**config.mk**
```make
export PLATFORM = sky130hd
export DESIGN_NAME = sgpbcd_top
export DESIGN_NICKNAME = d
export VERILOG_FILES = /design/src/rtl/sgpbcd_pkg.sv /design/src/rtl/sgpbcd_bit.sv /design/src/rtl/sgpbcd_top.sv
export SDC_FILE = /design/constraint.sdc
export NUM_CORES = 1
export LEC_CHECK = 0
export BUFFER_PORTS_ARGS = -buffer_cell sky130_fd_sc_hd__buf_4
export CORE_UTILIZATION = 55
export DETAILED_ROUTE_END_ITERATION = 10
export GPL_TIMING_DRIVEN = 1
export HOLD_SLACK_MARGIN = 0.12
export MAX_ROUTING_LAYER = met4
export PLACE_DENSITY = 0.85
export SETUP_SLACK_MARGIN = 0.05
export SLEW_MARGIN = 10
export SYNTH_ARGS = -nofsm -noshare
export SYNTH_HDL_FRONTEND = slang
export SYNTH_HIERARCHICAL = 1
export SYNTH_SLANG_ARGS = --single-unit
```
**constraint.sdc**
```tcl
create_clock -name MCLK_I -period 4 [get_ports MCLK_I]
set_clock_uncertainty 0.2 [all_clocks]
set_input_delay 0 -clock MCLK_I [delete_from_list [all_inputs] [get_ports MCLK_I]]
set_output_delay 0 -clock MCLK_I [all_outputs]
set_load 0.01 [all_outputs]
```
**src/rtl/sgpbcd_pkg.sv**
```systemverilog
// Package of register offsets, field positions and reset values for the B/C/D port block
package sgpbcd_pkg;
    localparam int unsigned ADDR_W       = 4;              // Register address width
    localparam logic [3:0]  OFS_B_DATA   = 4'h1;           // Port B data latch
    localparam logic [3:0]  OFS_C_DATA   = 4'h2;           // Port C data latch
    localparam logic [3:0]  OFS_D_DATA   = 4'h3;           // Port D data latch
    localparam logic [3:0]  OFS_B_DIR    = 4'h5;           // Port B direction
    localparam logic [3:0]  OFS_C_DIR    = 4'h6;           // Port C direction
    localparam logic [3:0]  OFS_D_DIR    = 4'h7;           // Port D direction
    localparam logic [7:0]  DIR_RESET    = 8'h00;          // All pins input after reset
    localparam logic [7:0]  C_DATA_MASK  = 8'h3f;          // Six implemented port C bits
    localparam logic [7:0]  C_DIR_MASK   = 8'hbf;          // Bit 6 of port C direction unused
    localparam int unsigned CLK_OUT_POS  = 7;              // Clock-out enable position
    localparam int unsigned CLK_PIN_POS  = 2;              // Port C pin carrying clock out
    localparam int unsigned TA_CLK_POS   = 6;              // Port D pin for timer A clock
    localparam int unsigned TB_CLK_POS   = 4;              // Port D pin for timer B clock
    localparam logic [2:0]  PS_EXT_CLOCK = 3'h7;           // Prescale code choosing external pin
    localparam logic [4:0]  CH_B_FIRST   = 5'h00;          // First converter channel on port B
    localparam logic [4:0]  CH_D_FIRST   = 5'h08;          // First converter channel on port D
    localparam logic [4:0]  CH_D_LAST    = 5'h0e;          // Last converter channel on port D
endpackage : sgpbcd_pkg

```
**src/rtl/sgpbcd_bit.sv**
```systemverilog
// One general-purpose port bit: pin drive and read-back selection
`timescale 1ns/1ps
module sgpbcd_bit (
    input  wire logic latch_i,       // Data latch value
    input  wire logic dir_i,         // Direction bit
    input  wire logic pin_i,         // Live pin level
    input  wire logic shared_i,      // Pin taken by converter or timer
    input  wire logic zero_in_i,     // Read zero when input and shared
    output wire logic pin_o,         // Value driven on pin
    output wire logic pin_oe_o,      // Output buffer enable
    output wire logic read_o         // Value seen by a data read
);
    // Buffer enabled by direction unless another function owns the pin
    assign pin_oe_o = dir_i & ~shared_i;
    assign pin_o    = latch_i;
    // Output reads latch, input reads pin or zero when shared
    assign read_o   = dir_i ? latch_i : (zero_in_i ? 1'b0 : pin_i);
endmodule : sgpbcd_bit

```
**src/rtl/sgpbcd_top.sv**
```systemverilog
// Ports B, C and D with data latches, direction registers and shared pin functions
// Functional notes
// Converter pin reads zero when input
// Converter port B pins ignore direction drive
// Direction one drives latch, zero floats
// Reset clears all direction bits
// Read returns latch if output, else pin
// Data writes always update latch
// Reset leaves port C latches alone
// Port C has six bidirectional bits
// Clock-out enable drives clock on C2
// Clock-out overrides C2 direction, resets clear
// Seven port D pins are converter channels
// Timer pins read latch or zero
// Selected timer clock pin feeds timer
// Software writes latch before setting direction
// Data then direction registers, consecutive
// Unused port C bits read zero
//
// The address-and-strobe port is this design's own decision.
`timescale 1ns/1ps
module sgpbcd_top #(
    parameter int unsigned WIDTH = 8                       // Port width
) (
    input  wire logic                     MCLK_I,          // Bus clock, 25 MHz
    input  wire logic                     RESETN_I,        // Asynchronous reset, active low
    input  wire logic [3:0]               ADDR_I,          // Register address
    input  wire logic [7:0]               WDATA_I,         // Write data
    input  wire logic                     WR_I,            // Write strobe
    input  wire logic                     RD_I,            // Read strobe
    output logic      [7:0]               RDATA_O,         // Read data, cycle after strobe
    input  wire logic [4:0]               CONV_SEL_I,      // Converter channel select
    input  wire logic                     CONV_EN_I,       // Converter owns selected channel
    input  wire logic [2:0]               TA_PS_I,         // Timer A prescale select
    input  wire logic [2:0]               TB_PS_I,         // Timer B prescale select
    input  wire logic [WIDTH-1:0]         PB_I,            // Port B pin levels
    output wire logic [WIDTH-1:0]         PB_O,            // Port B pin drive
    output wire logic [WIDTH-1:0]         PB_OE_O,         // Port B output enables
    input  wire logic [5:0]               PC_I,            // Port C pin levels
    output wire logic [5:0]               PC_O,            // Port C pin drive
    output wire logic [5:0]               PC_OE_O,         // Port C output enables
    input  wire logic [WIDTH-1:0]         PD_I,            // Port D pin levels
    output wire logic [WIDTH-1:0]         PD_O,            // Port D pin drive
    output wire logic [WIDTH-1:0]         PD_OE_O,         // Port D output enables
    output wire logic                     TA_EXT_CLK_O,    // Timer A external clock from pin
    output wire logic                     TB_EXT_CLK_O     // Timer B external clock from pin
);
    // Registers
    logic [WIDTH-1:0] port_b_latch_q;                      // Port B latch, no reset
    logic [5:0]       port_c_latch_q;                      // Port C latch, no reset
    logic [WIDTH-1:0] port_d_latch_q;                      // Port D latch, no reset
    logic [WIDTH-1:0] port_b_dir_q;                        // Port B direction
    logic [5:0]       port_c_dir_q;                        // Port C direction
    logic             sys_clock_out_en_q;                  // Clock-out enable
    logic [WIDTH-1:0] port_d_dir_q;                        // Port D direction
    logic [7:0]       rdata_d;                             // Next read data

    // Address decode
    wire wr_b_data = WR_I & (ADDR_I == sgpbcd_pkg::OFS_B_DATA);
    wire wr_c_data = WR_I & (ADDR_I == sgpbcd_pkg::OFS_C_DATA);
    wire wr_d_data = WR_I & (ADDR_I == sgpbcd_pkg::OFS_D_DATA);
    wire wr_b_dir  = WR_I & (ADDR_I == sgpbcd_pkg::OFS_B_DIR);
    wire wr_c_dir  = WR_I & (ADDR_I == sgpbcd_pkg::OFS_C_DIR);
    wire wr_d_dir  = WR_I & (ADDR_I == sgpbcd_pkg::OFS_D_DIR);

    // Read strobes per register, watched by the checks at the end
    wire rd_b_data = RD_I & (ADDR_I == sgpbcd_pkg::OFS_B_DATA);
    wire rd_c_data = RD_I & (ADDR_I == sgpbcd_pkg::OFS_C_DATA);
    wire rd_d_data = RD_I & (ADDR_I == sgpbcd_pkg::OFS_D_DATA);
    wire rd_b_dir  = RD_I & (ADDR_I == sgpbcd_pkg::OFS_B_DIR);
    wire rd_c_dir  = RD_I & (ADDR_I == sgpbcd_pkg::OFS_C_DIR);
    wire rd_d_dir  = RD_I & (ADDR_I == sgpbcd_pkg::OFS_D_DIR);
    wire rd_mapped = rd_b_data | rd_c_data | rd_d_data
                   | rd_b_dir | rd_c_dir | rd_d_dir;              // Any register read

    // Converter ownership, one-hot per channel
    // Only one channel is converted at a time, so each mask has at most one bit set
    wire [4:0]       d_off   = CONV_SEL_I - sgpbcd_pkg::CH_D_FIRST;
    wire             b_hit   = CONV_EN_I & (CONV_SEL_I < sgpbcd_pkg::CH_D_FIRST);
    wire             d_hit   = CONV_EN_I & (CONV_SEL_I >= sgpbcd_pkg::CH_D_FIRST)
                               & (CONV_SEL_I <= sgpbcd_pkg::CH_D_LAST);
    wire [WIDTH-1:0] b_conv  = b_hit ? (WIDTH'(1) << CONV_SEL_I[2:0]) : '0;
    wire [WIDTH-1:0] d_conv  = d_hit ? (WIDTH'(1) << d_off[2:0]) : '0;

    // Timer external clock selection
    // Any other prescale code leaves the pin as plain I/O
    wire ta_sel = (TA_PS_I == sgpbcd_pkg::PS_EXT_CLOCK);
    wire tb_sel = (TB_PS_I == sgpbcd_pkg::PS_EXT_CLOCK);
    wire [WIDTH-1:0] d_tim = (WIDTH'(ta_sel) << sgpbcd_pkg::TA_CLK_POS)
                           | (WIDTH'(tb_sel) << sgpbcd_pkg::TB_CLK_POS);
    assign TA_EXT_CLK_O = ta_sel & PD_I[sgpbcd_pkg::TA_CLK_POS];
    assign TB_EXT_CLK_O = tb_sel & PD_I[sgpbcd_pkg::TB_CLK_POS];

    // Port C clock-out ownership
    // Enable bit forces pin C2 to output whatever its direction bit says
    wire [5:0] c_clk = 6'(sys_clock_out_en_q) << sgpbcd_pkg::CLK_PIN_POS;

    // Per-bit read values and drive
    wire [WIDTH-1:0] b_rd;
    wire [5:0]       c_rd;
    wire [5:0]       c_pin;
    wire [5:0]       c_oe;
    wire [WIDTH-1:0] d_rd;
    genvar g;
    generate
        for (g = 0; g < WIDTH; g++) begin : g_bd
            // Port B: converter pin reads zero as input
            sgpbcd_bit u_b (
                .latch_i   (port_b_latch_q[g]),
                .dir_i     (port_b_dir_q[g]),
                .pin_i     (PB_I[g]),
                .shared_i  (b_conv[g]),
                .zero_in_i (b_conv[g]),
                .pin_o     (PB_O[g]),
                .pin_oe_o  (PB_OE_O[g]),
                .read_o    (b_rd[g])
            );
            // Port D: converter or timer pins read zero as input
            sgpbcd_bit u_d (
                .latch_i   (port_d_latch_q[g]),
                .dir_i     (port_d_dir_q[g]),
                .pin_i     (PD_I[g]),
                .shared_i  (d_conv[g] | d_tim[g]),
                .zero_in_i (d_conv[g] | d_tim[g]),
                .pin_o     (PD_O[g]),
                .pin_oe_o  (PD_OE_O[g]),
                .read_o    (d_rd[g])
            );
        end
        for (g = 0; g < 6; g++) begin : g_c
            // Port C: plain I/O bits
            sgpbcd_bit u_c (
                .latch_i   (port_c_latch_q[g]),
                .dir_i     (port_c_dir_q[g]),
                .pin_i     (PC_I[g]),
                .shared_i  (1'b0),
                .zero_in_i (1'b0),
                .pin_o     (c_pin[g]),
                .pin_oe_o  (c_oe[g]),
                .read_o    (c_rd[g])
            );
        end
    endgenerate

    // Clock-out replaces pin C2 drive; system clock gated by enable
    // The clock passes as data to the pad only; nothing inside samples it
    assign PC_O    = c_clk[sgpbcd_pkg::CLK_PIN_POS] ?
                     ((c_pin & ~c_clk) | ({6{MCLK_I}} & c_clk)) : c_pin;
    assign PC_OE_O = c_oe | c_clk;

    // Read multiplexer; unmapped addresses read zero
    always_comb begin
        rdata_d = 8'h00;
        unique case (ADDR_I)
            sgpbcd_pkg::OFS_B_DATA: rdata_d = 8'(b_rd);
            sgpbcd_pkg::OFS_C_DATA: rdata_d = {2'h0, c_rd};
            sgpbcd_pkg::OFS_D_DATA: rdata_d = 8'(d_rd);
            sgpbcd_pkg::OFS_B_DIR:  rdata_d = 8'(port_b_dir_q);
            sgpbcd_pkg::OFS_C_DIR:  rdata_d = {sys_clock_out_en_q, 1'b0, port_c_dir_q};
            sgpbcd_pkg::OFS_D_DIR:  rdata_d = 8'(port_d_dir_q);
            default:                rdata_d = 8'h00;
        endcase
    end

    // Data latches, no reset, always writable
    // Software must load a latch before turning its pin to output
    always_ff @(posedge MCLK_I) begin
        if (wr_b_data) port_b_latch_q <= WDATA_I[WIDTH-1:0];
        if (wr_c_data) port_c_latch_q <= WDATA_I[5:0];
        if (wr_d_data) port_d_latch_q <= WDATA_I[WIDTH-1:0];
    end

    // Direction registers, cleared by reset
    always_ff @(posedge MCLK_I or negedge RESETN_I) begin
        if (!RESETN_I) begin
            port_b_dir_q       <= sgpbcd_pkg::DIR_RESET[WIDTH-1:0];
            port_c_dir_q       <= sgpbcd_pkg::DIR_RESET[5:0];
            sys_clock_out_en_q <= 1'b0;
            port_d_dir_q       <= sgpbcd_pkg::DIR_RESET[WIDTH-1:0];
        end else begin
            if (wr_b_dir) port_b_dir_q <= WDATA_I[WIDTH-1:0];
            if (wr_c_dir) begin
                port_c_dir_q       <= WDATA_I[5:0];
                sys_clock_out_en_q <= WDATA_I[sgpbcd_pkg::CLK_OUT_POS];
            end
            if (wr_d_dir) port_d_dir_q <= WDATA_I[WIDTH-1:0];
        end
    end

    // Read data register, valid the cycle after the strobe
    // Returns to zero between reads so a stale byte never looks fresh
    always_ff @(posedge MCLK_I or negedge RESETN_I) begin
        if (!RESETN_I) RDATA_O <= 8'h00;
        else if (RD_I) RDATA_O <= rdata_d;
        else           RDATA_O <= 8'h00;
    end

    // Checks on register writes, read-back and pin ownership

    // Direction write reaches the port B enables, converter pin stays off
    a_dir_drive: assert property (@(posedge MCLK_I) disable iff (!RESETN_I)
        wr_b_dir |=> PB_OE_O == ($past(WDATA_I[WIDTH-1:0]) & ~b_conv))
        else $error("Port B enable wrong");

    // Converter-owned port B input reads zero
    a_conv_zero: assert property (@(posedge MCLK_I) disable iff (!RESETN_I)
        rd_b_data && b_hit && !port_b_dir_q[CONV_SEL_I[2:0]] |=> RDATA_O[$past(CONV_SEL_I[2:0])] == 1'b0)
        else $error("Converter bit not zero");

    // Converter-owned port D input reads zero
    a_d_conv_zero: assert property (@(posedge MCLK_I) disable iff (!RESETN_I)
        rd_d_data && d_hit && !port_d_dir_q[d_off[2:0]] |=> RDATA_O[$past(d_off[2:0])] == 1'b0)
        else $error("Port D converter bit not zero");

    // Converter-owned port B pin never driven
    a_conv_b_float: assert property (@(posedge MCLK_I) disable iff (!RESETN_I)
        b_hit |-> !PB_OE_O[CONV_SEL_I[2:0]])
        else $error("Converter pin on port B driven");

    // Converter-owned port D pin never driven
    a_conv_d_float: assert property (@(posedge MCLK_I) disable iff (!RESETN_I)
        d_hit |-> !PD_OE_O[d_off[2:0]])
        else $error("Converter pin on port D driven");

    // All enables low on the first edge after reset
    a_dir_reset: assert property (@(posedge MCLK_I)
        $rose(RESETN_I) |-> PB_OE_O == '0 && PC_OE_O == '0 && PD_OE_O == '0)
        else $error("Pin driven after reset");

    // Port B output bits read back the latch
    a_out_read: assert property (@(posedge MCLK_I) disable iff (!RESETN_I)
        rd_b_data && port_b_dir_q == '1 |=> RDATA_O == 8'($past(port_b_latch_q)))
        else $error("Output bit did not read latch");

    // Input bits of port C read the live pin
    a_c_in_read: assert property (@(posedge MCLK_I) disable iff (!RESETN_I)
        rd_c_data && port_c_dir_q == '0 && !sys_clock_out_en_q |=> RDATA_O == {2'h0, $past(PC_I)})
        else $error("Input bit did not read pin");

    // Read data falls back to zero between reads
    a_rdata_idle: assert property (@(posedge MCLK_I) disable iff (!RESETN_I)
        !RD_I |=> RDATA_O == 8'h00)
        else $error("Read data not idle");

    // Port B data writes always land in the latch
    a_b_latch: assert property (@(posedge MCLK_I) disable iff (!RESETN_I)
        wr_b_data |=> port_b_latch_q == $past(WDATA_I[WIDTH-1:0]))
        else $error("Port B latch write lost");

    // Port D data writes always land in the latch
    a_latch_write: assert property (@(posedge MCLK_I) disable iff (!RESETN_I)
        wr_d_data |=> port_d_latch_q == $past(WDATA_I[WIDTH-1:0]))
        else $error("Latch write lost");

    // Port C data writes land in the six latches
    a_c_latch: assert property (@(posedge MCLK_I) disable iff (!RESETN_I)
        wr_c_data |=> port_c_latch_q == $past(WDATA_I[5:0]))
        else $error("Port C latch write lost");

    // Clock-out pin always driven while enabled
    a_clk_out_oe: assert property (@(posedge MCLK_I) disable iff (!RESETN_I)
        sys_clock_out_en_q |-> PC_OE_O[sgpbcd_pkg::CLK_PIN_POS])
        else $error("Clock pin not driven");

    // Clock shows high on pin C2 during the high phase
    a_clk_pin_data: assert property (@(negedge MCLK_I) disable iff (!RESETN_I)
        sys_clock_out_en_q |-> PC_O[sgpbcd_pkg::CLK_PIN_POS])
        else $error("Clock not on pin");

    // Clock-out enable reads back in its own bit
    a_clk_en_read: assert property (@(posedge MCLK_I) disable iff (!RESETN_I)
        rd_c_dir |=> RDATA_O[sgpbcd_pkg::CLK_OUT_POS] == $past(sys_clock_out_en_q))
        else $error("Clock enable read wrong");

    // Unimplemented port C data bits read zero
    a_c_unused: assert property (@(posedge MCLK_I) disable iff (!RESETN_I)
        rd_c_data |=> (RDATA_O & ~sgpbcd_pkg::C_DATA_MASK) == 8'h00)
        else $error("Unused C bits set");

    // Unused port C direction bit reads zero
    a_c_dir_gap: assert property (@(posedge MCLK_I) disable iff (!RESETN_I)
        rd_c_dir |=> (RDATA_O & ~sgpbcd_pkg::C_DIR_MASK) == 8'h00)
        else $error("Unused C direction bit set");

    // Unmapped addresses read zero
    a_unmapped_zero: assert property (@(posedge MCLK_I) disable iff (!RESETN_I)
        RD_I && !rd_mapped |=> RDATA_O == 8'h00)
        else $error("Unmapped read not zero");

    // Port B direction reads back at its address
    a_b_dir_read: assert property (@(posedge MCLK_I) disable iff (!RESETN_I)
        rd_b_dir |=> RDATA_O == 8'($past(port_b_dir_q)))
        else $error("Port B direction read wrong");

    // Port D direction reads back at its address
    a_d_dir_read: assert property (@(posedge MCLK_I) disable iff (!RESETN_I)
        rd_d_dir |=> RDATA_O == 8'($past(port_d_dir_q)))
        else $error("Port D direction read wrong");

    // Timer A clock pin never driven while selected
    a_timer_hiz: assert property (@(posedge MCLK_I) disable iff (!RESETN_I)
        ta_sel |-> !PD_OE_O[sgpbcd_pkg::TA_CLK_POS])
        else $error("Timer pin driven");

    // Timer B clock pin never driven while selected
    a_timer_b_hiz: assert property (@(posedge MCLK_I) disable iff (!RESETN_I)
        tb_sel |-> !PD_OE_O[sgpbcd_pkg::TB_CLK_POS])
        else $error("Timer B pin driven");

    // Both timer clocks held low while neither timer is selected
    a_ext_clk_idle: assert property (@(posedge MCLK_I) disable iff (!RESETN_I)
        !ta_sel && !tb_sel |-> !TA_EXT_CLK_O && !TB_EXT_CLK_O)
        else $error("Timer clock leaks");

    // Timer-owned input bit reads zero
    a_timer_zero: assert property (@(posedge MCLK_I) disable iff (!RESETN_I)
        rd_d_data && ta_sel && !port_d_dir_q[sgpbcd_pkg::TA_CLK_POS] |=> RDATA_O[sgpbcd_pkg::TA_CLK_POS] == 1'b0)
        else $error("Timer bit not zero");
endmodule : sgpbcd_top

```
* Word-level counts from Yosys, hierarchy flattened
Cells that the tools add are included.
Operators by class: add/subtract/negate cells 1, $lt $le $gt $ge 3, equal/unequal tests 8, shift operators 2, mux-type cells 43, bitwise gates (word level) 57
Operator list (number):
- $pmux W8 S6 | 1
- $mux W1 | 38
- $and A1 B1 Y1 | 27
- $mux W8 | 3
- $not A1 Y1 | 16
- $shl A1 B3 Y8 const A | 2
- $eq A4 B3 Y1 const B | 3
- $eq A4 B2 Y1 const B | 2
- $or A1 B1 Y1 | 7
- $or A7 B5 Y7 | 1
- $and A6 B3 Y6 | 1
- $and A6 B6 Y6 | 1
- $eq A3 B3 Y1 const B | 2
- $mux W6 | 1
- $not A3 Y6 | 1
- $or A6 B3 Y6 | 1
- $or A6 B6 Y6 | 1
- $ge A5 B4 Y1 const B | 1
- $le A5 B4 Y1 const B | 1
- $lt A5 B4 Y1 const B | 1
- $eq A4 B1 Y1 const B | 1
- $sub A3 B1 Y3 const B | 1
- $or A1 B1 Y1 const B | 1
Storage, ports and cells: flip-flop bits (word level) 53, input port bits 50, output and inout port bits 54, logic and storage cells 122

* Longest topological paths before layout
Gate-level depths: netlist of run 1.
depth in word-level cells 9, mapped depth 8, depth with buffers taken out 8

* Hierarchy
The synthesis of run 1 kept the hierarchy.
Modules (own cells, without submodules):
- sgpbcd_top | instances 1, cells each 181, area each 2481.1 sq um, sequential area each 1436.4 sq um
- sgpbcd_bit | instances 22, cells each 5, area each 32.5 sq um, sequential area each 0.0 sq um

==> results of run 1 <==
critical path, cell delays in order:
cell and delay [ns]:
clkbuf_8 0.11, clkbuf_8 0.12, mux2_2 0.26, buf_4 0.14
placed cells by master, fill, tap and decap left out, types with 4 or more instances in the layout:
master	n
dfrtp_1	31
mux2_2	29
mux2i_1	9
nand3_1	4
buf_4	103
a21oi_1	4
conb_1	14
dlygate4sd3_1	34
o21ai_2	22
nor2b_1	25
clkbuf_8	9
nor2_1	21
nand2_1	27
nand2b_1	27
edfxtp_1	22
kinds of logic after synthesis:
group | after synthesis | share of synthesized area (%)
AO/OA/AOI/OAI | 38 | 9.354
multiplexers | 41 | 15.15
AND/OR/NAND/NOR | 119 | 21.29
flip-flops | 53 | 44.93
buffers and inverters | 39 | 9.158
other | 1 | 0.1173
state kept, by name, summed over array words and instances (netlist names):
signal and flops:
RDATA_O 8, port_b_dir_q 8, port_b_latch_q 8, port_d_dir_q 8
port_d_latch_q 8, port_c_dir_q 6, port_c_latch_q 6, sys_clock_out_en_q 1
path summary, 6_finish.rpt:
check | cells past startpoint | end | slack, ns
hold reg to reg | 1 | port_d_dir_q[7]$_DFFE_PN0P_ | 0.38
max in group asynchronous | 4 | port_b_dir_q[6]$_DFFE_PN0P_ | 3.00
hold / removal | 4 | TB_EXT_CLK_O | 0.13
min in group asynchronous | 4 | port_c_dir_q[3]$_DFFE_PN0P_ | 0.42
setup reg to reg | 8 | RDATA_O[4]$_DFF_PN0_ | 1.48
setup / recovery | 4 | PC_O[2] | 1.16
layer usage:
layer / wire length [um] / up-vias / global-route usage [%]
met4: 133 / 0 / 10.74
li1: - / 1213 / -
met5: 0 / - / -
met1: 3285 / 1293 / 34.62
met2: 4325 / 130 / 49.74
met3: 596 / 12 / 6.395
cell type report:
type / count / area (um^2) / area share (%)
Sequential cell: 53 / 1436 / 33.29
Clock buffer: 12 / 138.9 / 3.218
Inverter: 2 / 7.507 / 0.1740
Timing Repair Buffer: 137 / 1126 / 26.09
Tap cell: 72 / 90.09 / 2.088
Multi-Input combinational cell: 212 / 1516 / 35.14
metrics by stage:
stage	hold slack, ns	cell area [um^2]	power (mW)	std cells	setup WS, ns
after floorplan	-0.4956	3246	0.9798	304	1.525
after global placement	-0.2374	3824	1.147	442	1.422
after detailed placement	-0.2324	3824	1.160	442	1.422
after CTS	0.1333	4315	1.578	488	1.172
after global routing	0.1434	4315	1.656	488	1.148
final	0.1304	4315	1.586	488	1.162
repair_timing:
| action | CTS | global route |
|---|---|---|
| endpoints found under the setup margin | 0 | 0 |
| hold endpoints to repair | 106 | 0 |
| hold buffers | 35 | 0 |
power by group through the flow:
stage	logic [mW]	registers, mW	clock network (mW)
6_report	0.479	0.699	0.408
5_1_grt	0.517	0.710	0.429
4_1_cts	0.476	0.698	0.404
3_5_place_dp	0.436	0.708	0.0158
3_3_place_gp	0.427	0.704	0.0158
2_1_floorplan	0.284	0.687	0.00881
==> out/metrics.yaml, run 1 <==
ys_warn_count: 6
grt_first_pass_wirelength_mm: 13.05
synth_top_area_share_pct: 24.27
drtIter0Drc: 161
synth.distinct_cells: 37
hold_path_startpoint: "PD_I[4]"
wl_per_cell_um: 17.09
cts_resized: 0
portBuffers: 103
cp-end-kind: "output port"
yosysTopAreaCell: "dfrtp_1"
clock_latency_ns: 0.41
drc: 0
synth-main-ff-cell: "dfrtp_1"
die-area_mm2: 0.006122
ys_ff_latch: 53
p_switching_mw: 0.4591
synth.avg_cell_area_um2: 10.99
initial_core_util_pct: 57.70
grt_pass1_vias: 2577
worstPathMaxFanout: 2
hp-class: "input pin to output port"
switching_share_pct: 28.94
fin_nets: 465
finalWeightedCongestion: 0.8697
synth_edf_count: 22
finalSetupViolCount: 0
leakage_nw: 1.971
slew-limit-headroom_pct: 42.67
drtAntennaViolNets: 0
grtUsageTotal_pct: 29.42
antenna_found_initial: 0
hold_viol: 0
criticalPathCategory: "clock port to output port"
p_seq_share_pct: 44.1
drtPass1Iterations: 4
status: "completed"
async_flop_share_pct: 58.49
dieHeight_um: 78.24
power_density_mw_per_mm2: 367.6
dieWidth_um: 78.24
vias: 2648
grt_overflow: 0
fillers: 358
worstPathArrival_ns: 2.64
rsz0062_at_grt: "false"
ys_seq_area_share_pct: 44.93
slew_violations: 0
postSynthCellCount: 291
diodes: 0
r2r-start: "port_d_dir_q[4]$_DFFE_PN0P_"
wl_mm: 8.340
io-pin-count: 104
synth.area.top_cells: "dfrtp_1, edfxtp_1, mux2_2"
critPathLaunch: "MCLK_I"
area_growth_pct: 34.99
cts_tree: "done"
clkPwrFrac_pct: 25.7
vdd_drop_max_uv: 250.6
dp_hpwl_mm: 5.730
synth_commonest_cells: "buf_4, dfrtp_1, mux2_2, nand2_1, nand2b_1"
cp-start-kind: "clock port"
grt_max_degree: 32
intPower_mw: 1.127
pwr-share-comb_pct: 30.2
required_ns: 3.80
core.rowCount: 27
fin_setup_tns_ns: 0
core_region_area_mm2: 0.005540
cap_violations: 0
drive_above_1_share_pct: 41.83
cts_setup_buffers: 0
tightestPinTransition_ns: 0.8568
postLayoutCoreUtil_pct: 77.89
viasPerCell: 5.426
synth_most_common_cell: "buf_4"
netlist_area_mm2: 0.003197
No activity file was read; power rests on OpenSTA's default activity.
==> inputs of run 2 (changes only) <==
ABC_AREA = 1   (was unset)
CORE_UTILIZATION = 52   (was 55)
PLACE_DENSITY = 0.8   (was 0.85)
clock period = 2.7 ns   (was 4 ns; I/O delays follow)
==> run 2 against run 1 <==
  * Clock power grew 65%
  * Cell count grew 31%
  * Sequential power increased by 46%
  * Routed wire length is 13% higher
  * Design area rose by 5.1%
  * First-iteration DRC count increased by 38%
  * Non-clock buffer count increased by 13
  * Sequential cell count unchanged
  * Utilization shrank 2.2 points
  * Setup slack worse by 0.97 ns
==> out/metrics.yaml, run 2 <==
status: "completed"
grt_pass1_vias: 3156  # +22%
grt_first_pass_wirelength_mm: 14.59  # +12%
criticalPathCategory: "input pin to flip-flop"
leakage_nw: 2.290  # +16%
rsz0062_at_grt: "false"
r2r_cells: 9  # +1
async_flop_share_pct: 58.49  # unchanged
synth.area.top_cells: "dfrtp_1, edfxtp_1, nand2_1"
cp-start-kind: "input pin"
core.rowCount: 28  # +3.7%
rrSetupSlack_ns: 0.43  # -1.05 ns
final_common_cell: "buf_4"
drive_above_1_share_pct: 30.39  # -11 points
antenna_found_initial: 0  # unchanged
yosysTopAreaCell: "dfrtp_1"
synth_top_area_share_pct: 23.65  # -0.62 points
final.setup.worst_slack_ns: 0.1901  # -0.9722 ns
synth.distinct_cells: 23  # -38%
clock_latency_ns: 0.42  # about the same
seqCellArea_mm2: 0.001436  # unchanged
finalCritPeriodShare_pct: 92.96
netlist_area_mm2: 0.003281  # +2.6%
slew_violations: 0  # unchanged
dp_hpwl_mm: 6.325  # +10%
postLayoutCoreUtil_pct: 75.71  # -2.2 points
worstPathMaxFanout: 15  # +13
period_minus_slack_ns: 2.510
synth.avg_cell_area_um2: 7.594  # -31%
synth_xor_xnor_area_share_pct: 0  # unchanged
slew-limit-headroom_pct: 51.80  # +9.1 points
hp-class: "input pin to flip-flop"
core_region_area_mm2: 0.005991  # +8.1%
fin_nets: 615  # +32%
r2r-start: "port_d_dir_q[4]$_DFFE_PN0P_"
finalWeightedCongestion: 0.9301  # +6.9%
synth-main-ff-cell: "dfrtp_1"
portBuffers: 103  # unchanged
fin_setup_tns_ns: 0  # unchanged
finalSetupViolCount: 0  # unchanged
drtIter0Drc: 222  # +38%
synth_top_family_by_area: "simple AND/OR/NAND/NOR gates"
multi_input_area_mm2: 0.001336  # -12%
wl_mm: 9.399  # +13%
place_area_mm2: 0.003955  # +3.4%
synth_compound_area_share_pct: 4.729  # -4.6 points
max_stage_delay_ns: 0.82  # +0.56 ns
final_area_mm2: 0.004536  # +5.1%
diodes: 0  # unchanged
cp-end-kind: "flip-flop"
required_ns: 2.77  # -1.03 ns
hold_path_startpoint: "WDATA_I[2]"
cap_violations: 0  # unchanged
synth_edf_count: 22  # unchanged
dieWidth_um: 81.43  # +4.1%
vdd_drop_max_uv: 384.7  # +54%
die-area_mm2: 0.006631  # +8.3%
layout_common_cells: "buf_4, nand2_1, nor2_1"
viasPerCell: 5.108  # -5.9%
area_growth_pct: 38.25
cts_tree: "done"
grt_overflow: 0  # unchanged
initial_core_util_pct: 54.76  # -2.9 points
fmax_mhz: 398.4
slowest_stage: "dlygate4sd3_1"
yosys.area_share.simple_pct: 33.87  # +13 points
ys_seq_area_share_pct: 43.78  # -1.1 points
grt_max_degree: 32  # unchanged
ys_ff_latch: 53  # unchanged
drc: 0  # unchanged
wl_per_cell_um: 14.66  # -14%
synth.area.mux_share_pct: 0.3432  # -15 points
worstPathArrival_ns: 2.58  # -0.06 ns
pre_cts_slack_ns: 0.7723  # -0.6500 ns
fillers: 446  # +25%
drtPass1Iterations: 6  # +2
reg2reg_to: "RDATA_O[4]$_DFF_PN0_"
holdPathEnd: "port_c_latch_q[2]$_DFFE_PP_"
hold_viol: 0  # unchanged
power_density_mw_per_mm2: 505.0  # +37%
synth_most_common_cell: "nand2_1"
worstHoldPathCells: 2  # -2
tightestPinTransition_ns: 0.7230  # -0.1338 ns
dieHeight_um: 81.43  # +4.1%
io-pin-count: 104  # unchanged
path_cells: "dlygate4sd3_1 -> buf_4 -> nor2_2 -> buf_4 -> nand3_2 -> dlygate4sd3_1 -> nand2_1 -> o21ai_0"
synth_commonest_cells: "nand2_1, nor2_1, inv_1, nand3_1, buf_4"
postSynthCellCount: 432  # +48%
cts.clk_slew.worst_paths_ns: 0.10
ys_warn_count: 6  # unchanged
drtAntennaViolNets: 0  # unchanged
vias: 3274  # +24%
grtUsageTotal_pct: 31.61  # +2.2 points
synthAdderAreaFrac_pct: 0  # unchanged
-- run 2: changes by cell type after synthesis, sizes merged, moves of 3 or more --
cell and delta:
nand3 +68, nor2 +31, inv +69, mux2 -28, nand2 +74, nand2b -28
o31ai -3, buf +4, mux4 -3, nor2b -25, mux2i -9
-- run 2: kinds of logic (layout without fill, tap and decap cells) --
family,count (synthesis),in the layout
other,1,14
buffers and inverters,113,234
AOI/OAI and AO/OA,31,31
and+or+nand+nor,233,233
muxes,1,1
DFF,53,53
-- run 2: final cells by class --
| cell class | count | area share [%] |
|---|---|---|
| flip-flops and latches | 53 | 31.67 |
| multi-input cells | 279 | 29.46 |
| repair buffers | 150 | 27.42 |
| inverters | 72 | 5.959 |
| clock buffers | 10 | 2.676 |
| well taps | 75 | 2.069 |
| clock inverters | 2 | 0.7448 |
-- run 2: worst max-delay path by stage --
stage / start / to / slack (ns) / depth (start not counted)
after floorplan: MCLK_I / PC_O[2] / 0.87 / 1
after global placement: MCLK_I / PC_O[2] / 0.77 / 2
after detailed placement: MCLK_I / PC_O[2] / 0.77 / 2
after CTS: ADDR_I[0] / RDATA_O[5]$_DFF_PN0_ / 0.08 / 10
after global routing: ADDR_I[2] / port_b_dir_q[4]$_DFFE_PN0P_ / 0.08 / 9
final: ADDR_I[3] / port_b_dir_q[2]$_DFFE_PN0P_ / 0.19 / 8
-- run 2: repair_timing --
action                                 in CTS  in global routing
endpoints found under the hold margin     106                  5
hold buffers                               40                  2
setup endpoints to repair                   0                  4
resized for setup                           0                  1
buffers inserted                            0                  0
-- run 2: stage by stage --
step	instances	total power [mW]	hold WS (ns)
final	641	2.290	0.1281
after global routing	641	2.409	0.1248
after CTS	639	2.274	0.1203
after detailed placement	588	1.588	-0.2351
after global placement	588	1.571	-0.2387
after floorplan	445	1.339	-0.4956
-- run 2: critical path, delay by kind of cell --
family	cells	cell delay, ns
buf+inv	4	1.81
compound gates	1	0.09
simple gates	3	0.67
-- run 2: routing by layer --
metal	up-vias	global-route usage [%]	wire [um]
met5	-	-	0
met4	0	17.86	290
met3	36	6.111	765
met2	163	53.00	4736
met1	1500	35.21	3607
li1	1575	-	-
-- run 2: where the power goes --
group / switching (mW) / total [mW] / internal [mW]
Sequential: 0.0981 / 1.02 / 0.922
Combinational: 0.312 / 0.598 / 0.286
Clock: 0.292 / 0.673 / 0.381
